--- src/verilog/mcs_pkg.sv ---
// Constants for the contact check and self-calibration sequencer.
// Assumes a single 250 MHz measurement clock; timing counts derive
// from the printed times in the sequencer's parameter defaults.
package mcs_pkg;

  // ----------------------------------------------------------------
  // Clock and printed times
  // ----------------------------------------------------------------
  localparam int unsigned CLK_KHZ          = 250000;
  localparam int unsigned CAL_AUTO_US      = 5000;
  localparam int unsigned CAL_MANUAL_MS    = 400;
  localparam int unsigned IDLE_CAL_MS      = 1000;
  localparam int unsigned ABORT_DELAY_US   = 500;
  localparam int unsigned IMPROVE_US       = 200;
  localparam int unsigned MEAS_LEN_DEFAULT = 1000;

  // ----------------------------------------------------------------
  // Register map (byte addresses)
  // ----------------------------------------------------------------
  localparam logic [3:0] ADDR_CTRL     = 4'h0;
  localparam logic [3:0] ADDR_STATUS   = 4'h4;
  localparam logic [3:0] ADDR_MEAS_LEN = 4'h8;

  // Control register fields
  localparam int CTRL_CONTACT_EN = 0;
  localparam int CTRL_IMPROVE_EN = 1;
  localparam int CTRL_LOW_POWER  = 2;
  localparam int CTRL_CAL_AUTO   = 3;
  localparam int CTRL_RANGE_HIGH = 4;
  localparam int CTRL_TWO_WIRE   = 5;
  localparam int CTRL_FREE_RUN   = 6;
  localparam int CTRL_SCAN_BUSY  = 7;
  localparam int CTRL_WIDTH      = 8;
  localparam logic [7:0] CTRL_RESET = 8'h01;

  // Status register fields
  localparam int STAT_ERR_A     = 0;
  localparam int STAT_ERR_B     = 1;
  localparam int STAT_DONE      = 2;
  localparam int STAT_MEASURE_REQUEST_PEND = 3;
  localparam int STAT_CAL_PEND  = 4;
  localparam int STAT_STATE_LSB = 8;

  typedef enum {
    MCS_IDLE,
    MCS_IMPROVE,
    MCS_MEASURE,
    MCS_CAL,
    MCS_DELAY
  } mcs_state_t;

  typedef enum {
    MCS_CAL_POST,
    MCS_CAL_IDLE,
    MCS_CAL_LONG
  } mcs_cal_kind_t;

endpackage : mcs_pkg

--- src/verilog/mcs_sequencer.sv ---
// Measurement sequencer: contact checking, contact improvement and
// self-calibration scheduling, with an Avalon-MM register slave.
// Assumes pins measure_request, cal_request, contact_over_a/b and
// low_power_strap are asynchronous; all else runs on clk.
//
// How it works
// - Watch both drive-to-pickup pairs in measurement; error over threshold.
// - Separate error flags for side one and side two.
// - No comparator judgment while a contact error stands.
// - Range of 100 Mohm or more keeps contact checking on, except in two-wire mode.
// - Two-wire multiplexer mode forces contact checking off.
// - Free-running trigger stops measurement current on contact error.
// - Contact check default is off in low power, else on.
// - Optional improvement phase drives pickup current before measuring.
// - Improvement phase adds exactly 0.2 ms.
// - Low-power mode forces contact improvement off.
// - Measurement held 5 ms per auto and 400 ms per manual calibration.
// - Auto mode calibrates right after each measurement, within 5 ms.
// - Auto mode holds one request during post-measurement calibration.
// - Auto mode calibrates 5 ms once per second while idle.
// - Request during idle calibration aborts it; measure 0.5 ms later.
// - During a scan, post-measurement calibration waits until the scan ends.
// - Manual-to-auto switch runs 400 ms calibration; controller stays quiet.
// - Manual mode calibrates at once on calibration request.
// - Manual request during calibration held, done dropped, measure after.
// - Manual calibration request during measurement queued until it ends.
`timescale 1ns/1ps
module mcs_sequencer #(
  parameter int unsigned CAL_AUTO_CYC =
    mcs_pkg::CAL_AUTO_US * (mcs_pkg::CLK_KHZ / 1000),
  parameter int unsigned CAL_LONG_CYC =
    mcs_pkg::CAL_MANUAL_MS * mcs_pkg::CLK_KHZ,
  parameter int unsigned IDLE_CAL_CYC =
    mcs_pkg::IDLE_CAL_MS * mcs_pkg::CLK_KHZ,
  parameter int unsigned ABORT_CYC =
    mcs_pkg::ABORT_DELAY_US * (mcs_pkg::CLK_KHZ / 1000),
  parameter int unsigned IMPROVE_CYC =
    mcs_pkg::IMPROVE_US * (mcs_pkg::CLK_KHZ / 1000)
) (
  input  wire logic        clk,
  input  wire logic        rstn,
  input  wire logic [3:0]  avs_address,
  input  wire logic        avs_read,
  input  wire logic        avs_write,
  input  wire logic [31:0] avs_writedata,
  output logic [31:0]      avs_readdata,
  output logic             avs_waitrequest,
  input  wire logic        measure_request,
  input  wire logic        cal_request,
  input  wire logic        contact_over_a,
  input  wire logic        contact_over_b,
  input  wire logic        low_power_strap,
  output logic             measure_done_flag,
  output logic             meas_current_en,
  output logic             improve_drive,
  output logic             cal_busy,
  output logic             contact_err_a,
  output logic             contact_err_b,
  output logic             judge_enable
);

  // ----------------------------------------------------------------
  // Reset release and pin synchronisers
  // ----------------------------------------------------------------
  logic [1:0] rst_sync_reg;
  logic       rst_n_s;
  logic [4:0] pin_s1_reg;
  logic [4:0] pin_s2_reg;
  logic       measure_request_prev_reg;
  logic       calreq_prev_reg;
  logic       measure_request_pulse;
  logic       calreq_pulse;

  always_ff @(posedge clk or negedge rstn) begin
    if (!rstn) begin
      rst_sync_reg <= 2'h0;
    end else begin
      rst_sync_reg <= {rst_sync_reg[0], 1'b1};
    end
  end
  assign rst_n_s = rst_sync_reg[1];

  // Raw reset here, so the strap has settled when the internal reset lifts
  always_ff @(posedge clk or negedge rstn) begin
    if (!rstn) begin
      pin_s1_reg      <= 5'h00;
      pin_s2_reg      <= 5'h00;
      measure_request_prev_reg   <= 1'b0;
      calreq_prev_reg <= 1'b0;
    end else begin
      pin_s1_reg      <= {low_power_strap, contact_over_b, contact_over_a,
                          cal_request, measure_request};
      pin_s2_reg      <= pin_s1_reg;
      measure_request_prev_reg   <= pin_s2_reg[0];
      calreq_prev_reg <= pin_s2_reg[1];
    end
  end
  assign measure_request_pulse   = pin_s2_reg[0] & ~measure_request_prev_reg;
  assign calreq_pulse = pin_s2_reg[1] & ~calreq_prev_reg;

  // ----------------------------------------------------------------
  // Registers and bus slave
  // ----------------------------------------------------------------
  logic [7:0]  ctrl_reg;
  logic [31:0] meas_len_reg;
  logic        ack_reg;
  logic        strap_done_reg;
  logic [31:0] status_word;
  logic        chk_on;
  logic        imp_on;
  logic        auto_mode;

  mcs_pkg::mcs_state_t    state_reg;
  mcs_pkg::mcs_cal_kind_t kind_reg;
  logic measure_request_pend_reg;
  logic cal_pend_reg;

  // Fixed two-cycle access: request cycle, then answer cycle
  assign avs_waitrequest = (avs_read | avs_write) & ~ack_reg;

  always_ff @(posedge clk or negedge rst_n_s) begin
    if (!rst_n_s) begin
      ctrl_reg       <= mcs_pkg::CTRL_RESET;
      meas_len_reg   <= 32'(mcs_pkg::MEAS_LEN_DEFAULT);
      ack_reg        <= 1'b0;
      avs_readdata   <= 32'h0000_0000;
      strap_done_reg <= 1'b0;
    end else begin
      ack_reg <= (avs_read | avs_write) & ~ack_reg;
      if (!strap_done_reg) begin
        strap_done_reg <= 1'b1;
        ctrl_reg[mcs_pkg::CTRL_LOW_POWER]  <= pin_s2_reg[4];
        ctrl_reg[mcs_pkg::CTRL_CONTACT_EN] <= ~pin_s2_reg[4];
      end else if (avs_write && ack_reg) begin
        // Write lands on the edge that sees waitrequest low
        if (avs_address == mcs_pkg::ADDR_CTRL) begin
          ctrl_reg <= avs_writedata[7:0];
        end else if (avs_address == mcs_pkg::ADDR_MEAS_LEN) begin
          // Zero would stall the counter, so it is held at one
          meas_len_reg <= (avs_writedata == 32'h0000_0000) ?
                          32'h0000_0001 : avs_writedata;
        end
      end
      if (avs_read && !ack_reg) begin
        case (avs_address)
          mcs_pkg::ADDR_CTRL:     avs_readdata <= {24'h000000, ctrl_reg};
          mcs_pkg::ADDR_STATUS:   avs_readdata <= status_word;
          mcs_pkg::ADDR_MEAS_LEN: avs_readdata <= meas_len_reg;
          default:                avs_readdata <= 32'h0000_0000;
        endcase
      end
    end
  end

  assign status_word = {21'h000000, 3'(state_reg), 3'h0, cal_pend_reg,
                        measure_request_pend_reg, measure_done_flag,
                        contact_err_b, contact_err_a};

  assign chk_on = (ctrl_reg[mcs_pkg::CTRL_CONTACT_EN] |
                   ctrl_reg[mcs_pkg::CTRL_RANGE_HIGH]) &
                  ~ctrl_reg[mcs_pkg::CTRL_TWO_WIRE];
  assign imp_on = ctrl_reg[mcs_pkg::CTRL_IMPROVE_EN] &
                  ~ctrl_reg[mcs_pkg::CTRL_LOW_POWER];
  assign auto_mode = ctrl_reg[mcs_pkg::CTRL_CAL_AUTO];

  // ----------------------------------------------------------------
  // Measurement and calibration sequencing
  // ----------------------------------------------------------------
  logic [31:0] cnt_reg;
  logic [31:0] idle_cnt_reg;
  logic        scan_defer_reg;
  logic        auto_prev_reg;
  logic        auto_switch_reg;
  logic        cnt_end;
  logic        meas_start;

  assign cnt_end    = (cnt_reg == 32'h0000_0001);
  assign meas_start = (state_reg != mcs_pkg::MCS_MEASURE) &&
                      (state_reg != mcs_pkg::MCS_IMPROVE);

  always_ff @(posedge clk or negedge rst_n_s) begin
    if (!rst_n_s) begin
      auto_prev_reg   <= 1'b0;
      auto_switch_reg <= 1'b0;
    end else begin
      auto_prev_reg <= auto_mode & strap_done_reg;
      // switch seen; a new switch wins over consumption
      if (auto_mode && strap_done_reg && !auto_prev_reg) begin
        auto_switch_reg <= 1'b1;
      end else if (state_reg == mcs_pkg::MCS_IDLE) begin
        auto_switch_reg <= 1'b0;
      end
    end
  end

  always_ff @(posedge clk or negedge rst_n_s) begin
    if (!rst_n_s) begin
      state_reg         <= mcs_pkg::MCS_IDLE;
      kind_reg          <= mcs_pkg::MCS_CAL_POST;
      cnt_reg           <= 32'h0000_0001;
      idle_cnt_reg      <= 32'h0000_0000;
      measure_request_pend_reg     <= 1'b0;
      cal_pend_reg      <= 1'b0;
      scan_defer_reg    <= 1'b0;
      measure_done_flag <= 1'b0;
      judge_enable      <= 1'b0;
    end else begin
      judge_enable <= 1'b0;
      cnt_reg      <= cnt_reg - 32'h0000_0001;
      // Idle count restarts after any exit from idle
      idle_cnt_reg <= 32'h0000_0000;
      case (state_reg)
        mcs_pkg::MCS_IDLE: begin
          idle_cnt_reg <= auto_mode ? idle_cnt_reg + 32'h0000_0001 :
                          32'h0000_0000;
          if (measure_request_pulse) begin
            measure_done_flag <= 1'b0;
            idle_cnt_reg      <= 32'h0000_0000;
            state_reg <= imp_on ? mcs_pkg::MCS_IMPROVE :
                         mcs_pkg::MCS_MEASURE;
            cnt_reg   <= imp_on ? 32'(IMPROVE_CYC) : meas_len_reg;
          end else if (auto_switch_reg) begin
            state_reg <= mcs_pkg::MCS_CAL;
            kind_reg  <= mcs_pkg::MCS_CAL_LONG;
            cnt_reg   <= 32'(CAL_LONG_CYC);
          end else if (!auto_mode && (calreq_pulse || cal_pend_reg)) begin
            state_reg    <= mcs_pkg::MCS_CAL;
            kind_reg     <= mcs_pkg::MCS_CAL_LONG;
            cnt_reg      <= 32'(CAL_LONG_CYC);
            cal_pend_reg <= 1'b0;
          end else if (auto_mode && scan_defer_reg &&
                       !ctrl_reg[mcs_pkg::CTRL_SCAN_BUSY]) begin
            state_reg      <= mcs_pkg::MCS_CAL;
            kind_reg       <= mcs_pkg::MCS_CAL_POST;
            cnt_reg        <= 32'(CAL_AUTO_CYC);
            scan_defer_reg <= 1'b0;
          end else if (auto_mode && idle_cnt_reg >= 32'(IDLE_CAL_CYC)) begin
            state_reg    <= mcs_pkg::MCS_CAL;
            kind_reg     <= mcs_pkg::MCS_CAL_IDLE;
            cnt_reg      <= 32'(CAL_AUTO_CYC);
            idle_cnt_reg <= 32'h0000_0000;
          end
        end
        mcs_pkg::MCS_IMPROVE: begin
          if (cnt_end) begin
            state_reg <= mcs_pkg::MCS_MEASURE;
            cnt_reg   <= meas_len_reg;
          end
        end
        mcs_pkg::MCS_MEASURE: begin
          if (!auto_mode && calreq_pulse) begin
            cal_pend_reg <= 1'b1;
          end
          if (cnt_end) begin
            measure_done_flag <= 1'b1;
            // judge only clean results, last sample included
            judge_enable <= ~(contact_err_a | contact_err_b |
                              (chk_on & (pin_s2_reg[2] | pin_s2_reg[3])));
            if (!auto_mode && (cal_pend_reg || calreq_pulse)) begin
              state_reg    <= mcs_pkg::MCS_CAL;
              kind_reg     <= mcs_pkg::MCS_CAL_LONG;
              cnt_reg      <= 32'(CAL_LONG_CYC);
              cal_pend_reg <= 1'b0;
            end else if (auto_mode &&
                         !ctrl_reg[mcs_pkg::CTRL_SCAN_BUSY]) begin
              state_reg <= mcs_pkg::MCS_CAL;
              kind_reg  <= mcs_pkg::MCS_CAL_POST;
              cnt_reg   <= 32'(CAL_AUTO_CYC);
            end else begin
              scan_defer_reg <= auto_mode;
              state_reg      <= mcs_pkg::MCS_IDLE;
            end
          end
        end
        mcs_pkg::MCS_CAL: begin
          if (measure_request_pulse && kind_reg == mcs_pkg::MCS_CAL_IDLE) begin
            state_reg         <= mcs_pkg::MCS_DELAY;
            cnt_reg           <= 32'(ABORT_CYC);
            measure_done_flag <= 1'b0;
          end else if (cnt_end) begin
            if (measure_request_pend_reg || measure_request_pulse) begin
              measure_request_pend_reg <= 1'b0;
              measure_done_flag <= 1'b0;
              state_reg <= imp_on ? mcs_pkg::MCS_IMPROVE :
                           mcs_pkg::MCS_MEASURE;
              cnt_reg   <= imp_on ? 32'(IMPROVE_CYC) : meas_len_reg;
            end else begin
              state_reg <= mcs_pkg::MCS_IDLE;
            end
          end else if (measure_request_pulse) begin
            measure_request_pend_reg     <= 1'b1;
            measure_done_flag <= 1'b0;
          end
        end
        mcs_pkg::MCS_DELAY: begin
          if (cnt_end) begin
            state_reg <= imp_on ? mcs_pkg::MCS_IMPROVE :
                         mcs_pkg::MCS_MEASURE;
            cnt_reg   <= imp_on ? 32'(IMPROVE_CYC) : meas_len_reg;
          end
        end
        default: begin
          state_reg <= mcs_pkg::MCS_IDLE;
        end
      endcase
    end
  end

  // ----------------------------------------------------------------
  // Contact monitoring
  // ----------------------------------------------------------------
  always_ff @(posedge clk or negedge rst_n_s) begin
    if (!rst_n_s) begin
      contact_err_a <= 1'b0;
      contact_err_b <= 1'b0;
    end else if (!chk_on) begin
      contact_err_a <= 1'b0;
      contact_err_b <= 1'b0;
    end else if (state_reg == mcs_pkg::MCS_IMPROVE ||
                 state_reg == mcs_pkg::MCS_MEASURE) begin
      contact_err_a <= contact_err_a | pin_s2_reg[2];
      contact_err_b <= contact_err_b | pin_s2_reg[3];
    end else if (meas_start) begin
      contact_err_a <= pin_s2_reg[2];
      contact_err_b <= pin_s2_reg[3];
    end
  end

  // cut current on error when free-running
  assign meas_current_en = (state_reg == mcs_pkg::MCS_MEASURE) &
                           ~(ctrl_reg[mcs_pkg::CTRL_FREE_RUN] &
                             (contact_err_a | contact_err_b));
  assign improve_drive   = (state_reg == mcs_pkg::MCS_IMPROVE);
  assign cal_busy        = (state_reg == mcs_pkg::MCS_CAL);

  // ----------------------------------------------------------------
  // Checks
  // ----------------------------------------------------------------
  property p_two_wire_off;
    @(posedge clk) disable iff (!rst_n_s)
    ctrl_reg[mcs_pkg::CTRL_TWO_WIRE] |=> !contact_err_a && !contact_err_b;
  endproperty
  a_two_wire_off: assert property (p_two_wire_off)
    else $error("contact error with two-wire mode");

  property p_judge_clean;
    @(posedge clk) disable iff (!rst_n_s)
    judge_enable |-> !contact_err_a && !contact_err_b;
  endproperty
  a_judge_clean: assert property (p_judge_clean)
    else $error("judgment given with contact error");

  property p_free_run_cut;
    @(posedge clk) disable iff (!rst_n_s)
    ctrl_reg[mcs_pkg::CTRL_FREE_RUN] && (contact_err_a || contact_err_b)
      |-> !meas_current_en;
  endproperty
  a_free_run_cut: assert property (p_free_run_cut)
    else $error("current on during contact error");

  property p_err_a_sets;
    @(posedge clk) disable iff (!rst_n_s)
    chk_on && $past(chk_on) && state_reg == mcs_pkg::MCS_MEASURE &&
      $past(state_reg) == mcs_pkg::MCS_MEASURE && $past(pin_s2_reg[2])
      |-> contact_err_a;
  endproperty
  a_err_a_sets: assert property (p_err_a_sets)
    else $error("pair A fault missed");

  property p_low_power_no_improve;
    @(posedge clk) disable iff (!rst_n_s)
    ctrl_reg[mcs_pkg::CTRL_LOW_POWER] && state_reg == mcs_pkg::MCS_IDLE
      |=> !improve_drive;
  endproperty
  a_low_power_no_improve: assert property (p_low_power_no_improve)
    else $error("improvement in low power");

  property p_improve_to_measure;
    @(posedge clk) disable iff (!rst_n_s)
    $fell(improve_drive) |-> state_reg == mcs_pkg::MCS_MEASURE;
  endproperty
  a_improve_to_measure: assert property (p_improve_to_measure)
    else $error("improvement not followed by measurement");

  property p_done_after_measure;
    @(posedge clk) disable iff (!rst_n_s)
    $rose(measure_done_flag) |->
      $past(state_reg) == mcs_pkg::MCS_MEASURE;
  endproperty
  a_done_after_measure: assert property (p_done_after_measure)
    else $error("done rose outside measurement");

  property p_measure_request_in_cal_held;
    @(posedge clk) disable iff (!rst_n_s)
    cal_busy && measure_request_pulse && kind_reg != mcs_pkg::MCS_CAL_IDLE && !cnt_end
      |=> measure_request_pend_reg && !measure_done_flag && cal_busy;
  endproperty
  a_measure_request_in_cal_held: assert property (p_measure_request_in_cal_held)
    else $error("request during calibration lost");

  property p_idle_abort;
    @(posedge clk) disable iff (!rst_n_s)
    cal_busy && measure_request_pulse && kind_reg == mcs_pkg::MCS_CAL_IDLE
      |=> state_reg == mcs_pkg::MCS_DELAY && cnt_reg == 32'(ABORT_CYC);
  endproperty
  a_idle_abort: assert property (p_idle_abort)
    else $error("idle calibration not aborted");

endmodule : mcs_sequencer

--- config.mk ---
export PLATFORM = sky130hd
export DESIGN_NAME = mcs_sequencer
export DESIGN_NICKNAME = d
export VERILOG_FILES = /design/src/verilog/mcs_pkg.sv /design/src/verilog/mcs_sequencer.sv
export SDC_FILE = /design/constraint.sdc
export NUM_CORES = 1
export LEC_CHECK = 0
export BUFFER_PORTS_ARGS = -buffer_cell sky130_fd_sc_hd__buf_2
export CAP_MARGIN = 30
export CORE_MARGIN = 4
export CORE_UTILIZATION = 40
export CTS_CLUSTER_DIAMETER = 80
export DETAILED_ROUTE_END_ITERATION = 10
export SKIP_CTS_REPAIR_TIMING = 1
export SYNTH_ARGS = -nofsm -noshare
export SYNTH_HDL_FRONTEND = slang
export SYNTH_SLANG_ARGS = --single-unit
export TNS_END_PERCENT = 5
--- constraint.sdc ---
create_clock -name clk -period 6.4 [get_ports clk]
set_clock_uncertainty 0.1 [all_clocks]
set_input_delay 0.64 -clock clk [delete_from_list [all_inputs] [get_ports clk]]
set_output_delay 0.64 -clock clk [all_outputs]
set_load 0.05 [all_outputs]
== Yosys cells after proc, flatten, opt, wreduce, memory -nomap -nowiden ==
Index checks and enable logic that the tools add are counted.

* Logic and storage cells: 206
* Memories: 0
* Input port bits: 45
* RAM bits: 0
* Bits in latches: 0
* Bits in read-only memories: 0
* Register bits: 225
* Output and inout port bits: 40

* Order comparisons: 1
* Shifts and indexed selects: 0
* Eq/ne operators: 32
* $mul: 0
* Add/sub/neg operators: 2
* Reduce and logical (&&, ||, !) cells: 36
* Bitwise operators: 26
* Muxes and demuxes: 85
* Div/mod/pow operators: 0

{| class="wikitable"
|+ Operators with widths
! kind !! number
|-
| 2-to-1 mux 32 bit || 40
|-
| case mux 32 bit (5 select lines) || 2
|-
| equality test 32 x 2 -> 1 bit, second input constant || 4
|-
| equality test 32 x 3 -> 1 bit, second input constant || 3
|-
| zero test 32 bit || 3
|-
| case mux 32 bit (3 select lines) || 1
|-
| equality test 32 x 1 -> 1 bit, second input constant || 2
|-
| case mux 32 bit (2 select lines) || 1
|-
| adder 32 x 1 -> 32 bit, second input constant || 1
|-
| >= comparator 32 x 28 -> 1 bit, second input constant || 1
|-
| 2-to-1 mux 1 bit || 32
|-
| != test 32 x 2 -> 1 bit, second input constant || 1
|-
| != test 32 x 3 -> 1 bit, second input constant || 1
|-
| subtractor 32 x 1 -> 32 bit, second input constant || 1
|-
| != test 2 bit, second input constant || 10
|-
| logical AND 1 bit || 12
|-
| AND reduction 4 bit || 3
|-
| inverter 1 bit || 10
|-
| AND reduction 5 bit || 2
|-
| AND 1 bit || 9
|-
| 2-to-1 mux 2 bit || 4
|-
| AND reduction 8 bit || 1
|-
| bitwise OR 1 bit || 7
|-
| 2-to-1 mux 3 bit || 2
|-
| 17 further kinds || 29
|}

== Longest topological paths before layout ==
* Depth after elaboration: 8
* Gate-level depth with buffers: 10

== Worst setup path before layout ==
No wires, ideal clock.

* Path kind: input-to-reg
* Start point: in avs_address[1]
* End point: reg meas_len_reg[10]
* Arrival: 2.461 ns
* Stages on the path: 5
* Path slack: 3.714 ns
* Data required time: 6.175 ns
* Setup time: 0.125 ns
* Cell sequence: nor4b_1 and4_1 clkbuf_1 buf_1 mux2_2

* Word-level cells in the longest chain between the ends: 3

{| class="wikitable"
|+ Ends and longest elaborated chain
! item !! line !! text
|-
| start, declared || mcs_sequencer.sv:42 || <nowiki>input wire logic [3:0] avs_address,</nowiki>
|-
| zero test 4 bit || mcs_sequencer.sv:136 || <nowiki>if (avs_address == mcs_pkg::ADDR_CTRL) begin</nowiki>
|-
| inverter 1 bit (no line) || - ||
|-
| AND reduction 4 bit (no line) (*) || - ||
|-
| end signal, assigned || mcs_sequencer.sv:124 || <nowiki>meas_len_reg <= 32'(mcs_pkg::MEAS_LEN_DEFAULT);</nowiki>
|-
| end signal, assigned || mcs_sequencer.sv:140 || <nowiki>meas_len_reg <= (avs_writedata == 32'h0000_0000) ?</nowiki>
|-
| end, declared || mcs_sequencer.sv:105 || <nowiki>logic [31:0] meas_len_reg;</nowiki>
|}

Mark *: on every way between the ends. The rest lies on a longest branch, timed or not.
A chain may end at the register's enable or synchronous reset.

== Final worst setup path ==
* Start point: reg cnt_reg[19]
* End point: reg cnt_reg[30]

* Word-level cells in the longest chain between the ends: 7

{| class="wikitable"
|+ Ends and longest elaborated chain
! item !! line !! text
|-
| start, declared || mcs_sequencer.sv:169 || <nowiki>logic [31:0] cnt_reg;</nowiki>
|-
| start signal, assigned || mcs_sequencer.sv:209 || <nowiki>cnt_reg <= cnt_reg - 32'h0000_0001;</nowiki>
|-
| start signal, assigned || mcs_sequencer.sv:221 || <nowiki>cnt_reg <= imp_on ? 32'(IMPROVE_CYC) : meas_len_reg;</nowiki>
|-
| start signal, assigned || mcs_sequencer.sv:225 || <nowiki>cnt_reg <= 32'(CAL_LONG_CYC);</nowiki>
|-
| subtractor 32 x 1 -> 32 bit || mcs_sequencer.sv:209 ||
|-
| 2-to-1 mux 32 bit || mcs_sequencer.sv:237 || <nowiki>end else if (auto_mode && idle_cnt_reg >= 32'(IDLE_CAL_CYC)) begin</nowiki>
|-
| 2-to-1 mux 32 bit || mcs_sequencer.sv:231 || <nowiki>end else if (auto_mode && scan_defer_reg &&</nowiki>
|-
| 2-to-1 mux 32 bit || mcs_sequencer.sv:226 || <nowiki>end else if (!auto_mode && (calreq_pulse || cal_pend_reg)) begin</nowiki>
|-
| 2-to-1 mux 32 bit || mcs_sequencer.sv:222 || <nowiki>end else if (auto_switch_reg) begin</nowiki>
|-
| 2-to-1 mux 32 bit || mcs_sequencer.sv:216 || <nowiki>if (measure_request_pulse) begin</nowiki>
|-
| case mux 32 bit (5 select lines) (*) || mcs_sequencer.sv:212 || <nowiki>case (state_reg)</nowiki>
|}

Marks and branches as above.

==> reports/qor.yml <==
timing:
  fin_crit_ns: 3.677
  relSlewSlack: 0.3231
  tns_ns: 0
  fin_crit_sh: 0.5746
  setup_ws_ns: 2.723
  rsz0062_at_grt: "no"
  max_freq_mhz: 271.9
  slew_viol_final: 0
  final_hold_viol_count: 0
  worst_pin_slew_ns: 1.012
  setup_violations: 0
synth:
  synth_most_common_cell: "dfrtp_1"
  synth.area.top_cells: "dfrtp_1 44%, nand2_1 5.1%, mux2_2 4.6%, o21ai_0 4.6%, nor2_1 4.5%"
  yosys-top-cells-count: "158 x dfrtp_1, 123 x nand2_1, 109 x nor2_1"
  syn_area_per_cell_um2: 9.081
  synth-edff-count: 0
  synth_seq_cells: 166
  synth_flop_cell: "dfrtp_1"
  syn-instance-count: 993
  synth_top_area_cell: "dfrtp_1"
  ys_types: 77
  yosysWarnings: 0
  synth_top_area_share: 0.4385
  async_reset_ff_frac: 1.000
  synth_area_mm2: 0.009017
  seq_area_frac_synth: 0.4618
drt:
  first_pass_iters: 5
  drtIter0Drc: 665
  viasPerCell: 5.916
  wl_per_cell_um: 20.75
  drc: 0
  ant_nets: 0
  drt-total-wl_mm: 28.13
  dr_total_vias: 8022
floorplan:
  fp.coreArea_mm2: 0.02203
  die-area_mm2: 0.02501
  io_pins: 85
  die_w_um: 158.1
  core.rowCount: 54
  chipHeight_um: 158.1
  start_util: 0.4094
min_path:
  hp-class: "flop to asynchronous set/reset pin"
layout:
  drive_gt1_frac: 0.1868
  stdcell_count: 1356
  syn_to_final_growth_pct: 15.47
  final_area_mm2: 0.01041
  final_nets: 1112
  final_core_util: 0.4727
  n_antenna_cell: 0
placement:
  place_ws_ns: 2.871
  dpl.cell_count: 1321
  io_buffers: 84
  placed_area_mm2: 0.009729
  gp_congestion: 0.9596
  hpwlAfterDp_mm: 20.81
run:
  maxCapViolations: 0
cts:
  clk_latency_ns: 0.43
  clk_pin_slew_ns: 0.07
  root_buffer: "clkbuf_16"
  cts_buffer_depth: 2
  h-tree-depth: 4
  cts_buffers: 17
  clock-sinks: 166
  cts_tree: "done"
critical_path:
  cp.arrival_ns: 3.87
  r2r_slack_ns: 2.72
  rr_worst_depth: 7
  cp_data_required_time_ns: 6.60
  r2r_start: "cnt_reg[19]"
  end_kind: "flop"
  cp-startpoint: "cnt_reg[19]"
  worstSetupPathType: "flop to flop"
  crit_fanout: 25
  startpoint_type: "flop"
  reg2reg_to: "cnt_reg[30]"
power:
  ir_drop_mv: 0.1944
  powerDensity_mw_per_mm2: 372.6
  p_leak_nw: 4.500
global_route:
  overflow: 0
  gr-usage-all-layers: 0.2300
  grt_max_degree: 77
  grt_pass1_vias: 7634
  antenna_found_initial: 0
  grt_pass1_wl_mm: 44.54
outcome:
  status: "complete, no violations"
## metal layers
layer | vias up | track usage | routed length [um]
li1 | 3720 | - | -
met1 | 3899 | 0.3228 | 12380
met2 | 335 | 0.3542 | 12760
met3 | 68 | 0.04675 | 2024
met4 | 0 | 0.08205 | 966
met5 | - | 0 | 0
## logic make-up (layout without fill, tap and decap cells)
kind of cell               after synthesis  after routing  share of synthesized area
AOI/OAI and AO/OA                      259            259                     0.1775
xor gates and xnor gates                60             60                    0.05828
adders and majority gates                4              4                   0.005550
buffers and inverters                   66            148                    0.02914
DFF                                    166            166                     0.4618
muxes                                   40             40                    0.04954
other                                    1              2                  0.0004159
and+or+nand+nor                        397            397                     0.2178
## how the worst max path moves through the flow
| stage | depth (start not counted) | end |
|---|---|---|
| global placement | 7 | cnt_reg[30] |
| detailed placement | 7 | cnt_reg[30] |
| CTS | 7 | cnt_reg[30] |
| global route | 7 | cnt_reg[30] |
| floorplan | 0 | ack_reg |
| finish | 7 | cnt_reg[30] |
## power by group
part           leakage (nW)  total, mW  switching, mW  internal [mW]
registers              2.18       1.43          0.234           1.20
logic                  2.00       1.33          0.858          0.473
clock network         0.314       1.11          0.476          0.639
total                  4.50       3.88           1.57           2.31
## layout make-up
type                            instances  area (um^2)
Fill cell                            2133        11610
Clock buffer                           18        429.2
Clock inverter                         14        209.0
Multi-Input combinational cell        762         4621
Sequential cell                       166         4168
Timing Repair Buffer                  103        586.8
Inverter                               13        48.80
Tap cell                              280        350.3
## critical path, stage by stage, from the launching register on
cell and delay (ns):
dfrtp_1 0.40, or4_1 0.59, nor4_2 0.46, nand4_2 0.73
o21ai_0 0.41, o21ai_1 0.32, nor3_4 0.39, o22ai_1 0.14
## cells in the final DEF (no fill, tap or decap), drive strengths merged, types with 24 or more instances in the layout
| cell type | synthesis | final |
|---|---|---|
| nand2 | 123 | 123 |
| xor2 | 35 | 35 |
| mux2 | 37 | 37 |
| o21ai | 95 | 95 |
| nand3 | 24 | 24 |
| xnor2 | 25 | 25 |
| buf | 9 | 101 |
| a21oi | 68 | 68 |
| dfrtp | 158 | 158 |
| nor3 | 29 | 29 |
| nor2 | 110 | 110 |
## stage by stage
step | total power, mW | hold WS [ns]
2_1_floorplan | 2.321 | 0.2312
3_3_place_gp | 2.724 | 0.1793
3_5_place_dp | 2.726 | 0.1854
4_1_cts | 3.855 | -0.02312
5_1_grt | 4.079 | 0.1905
6_report | 3.879 | 0.1669
No activity file was read; power rests on OpenSTA's default activity.
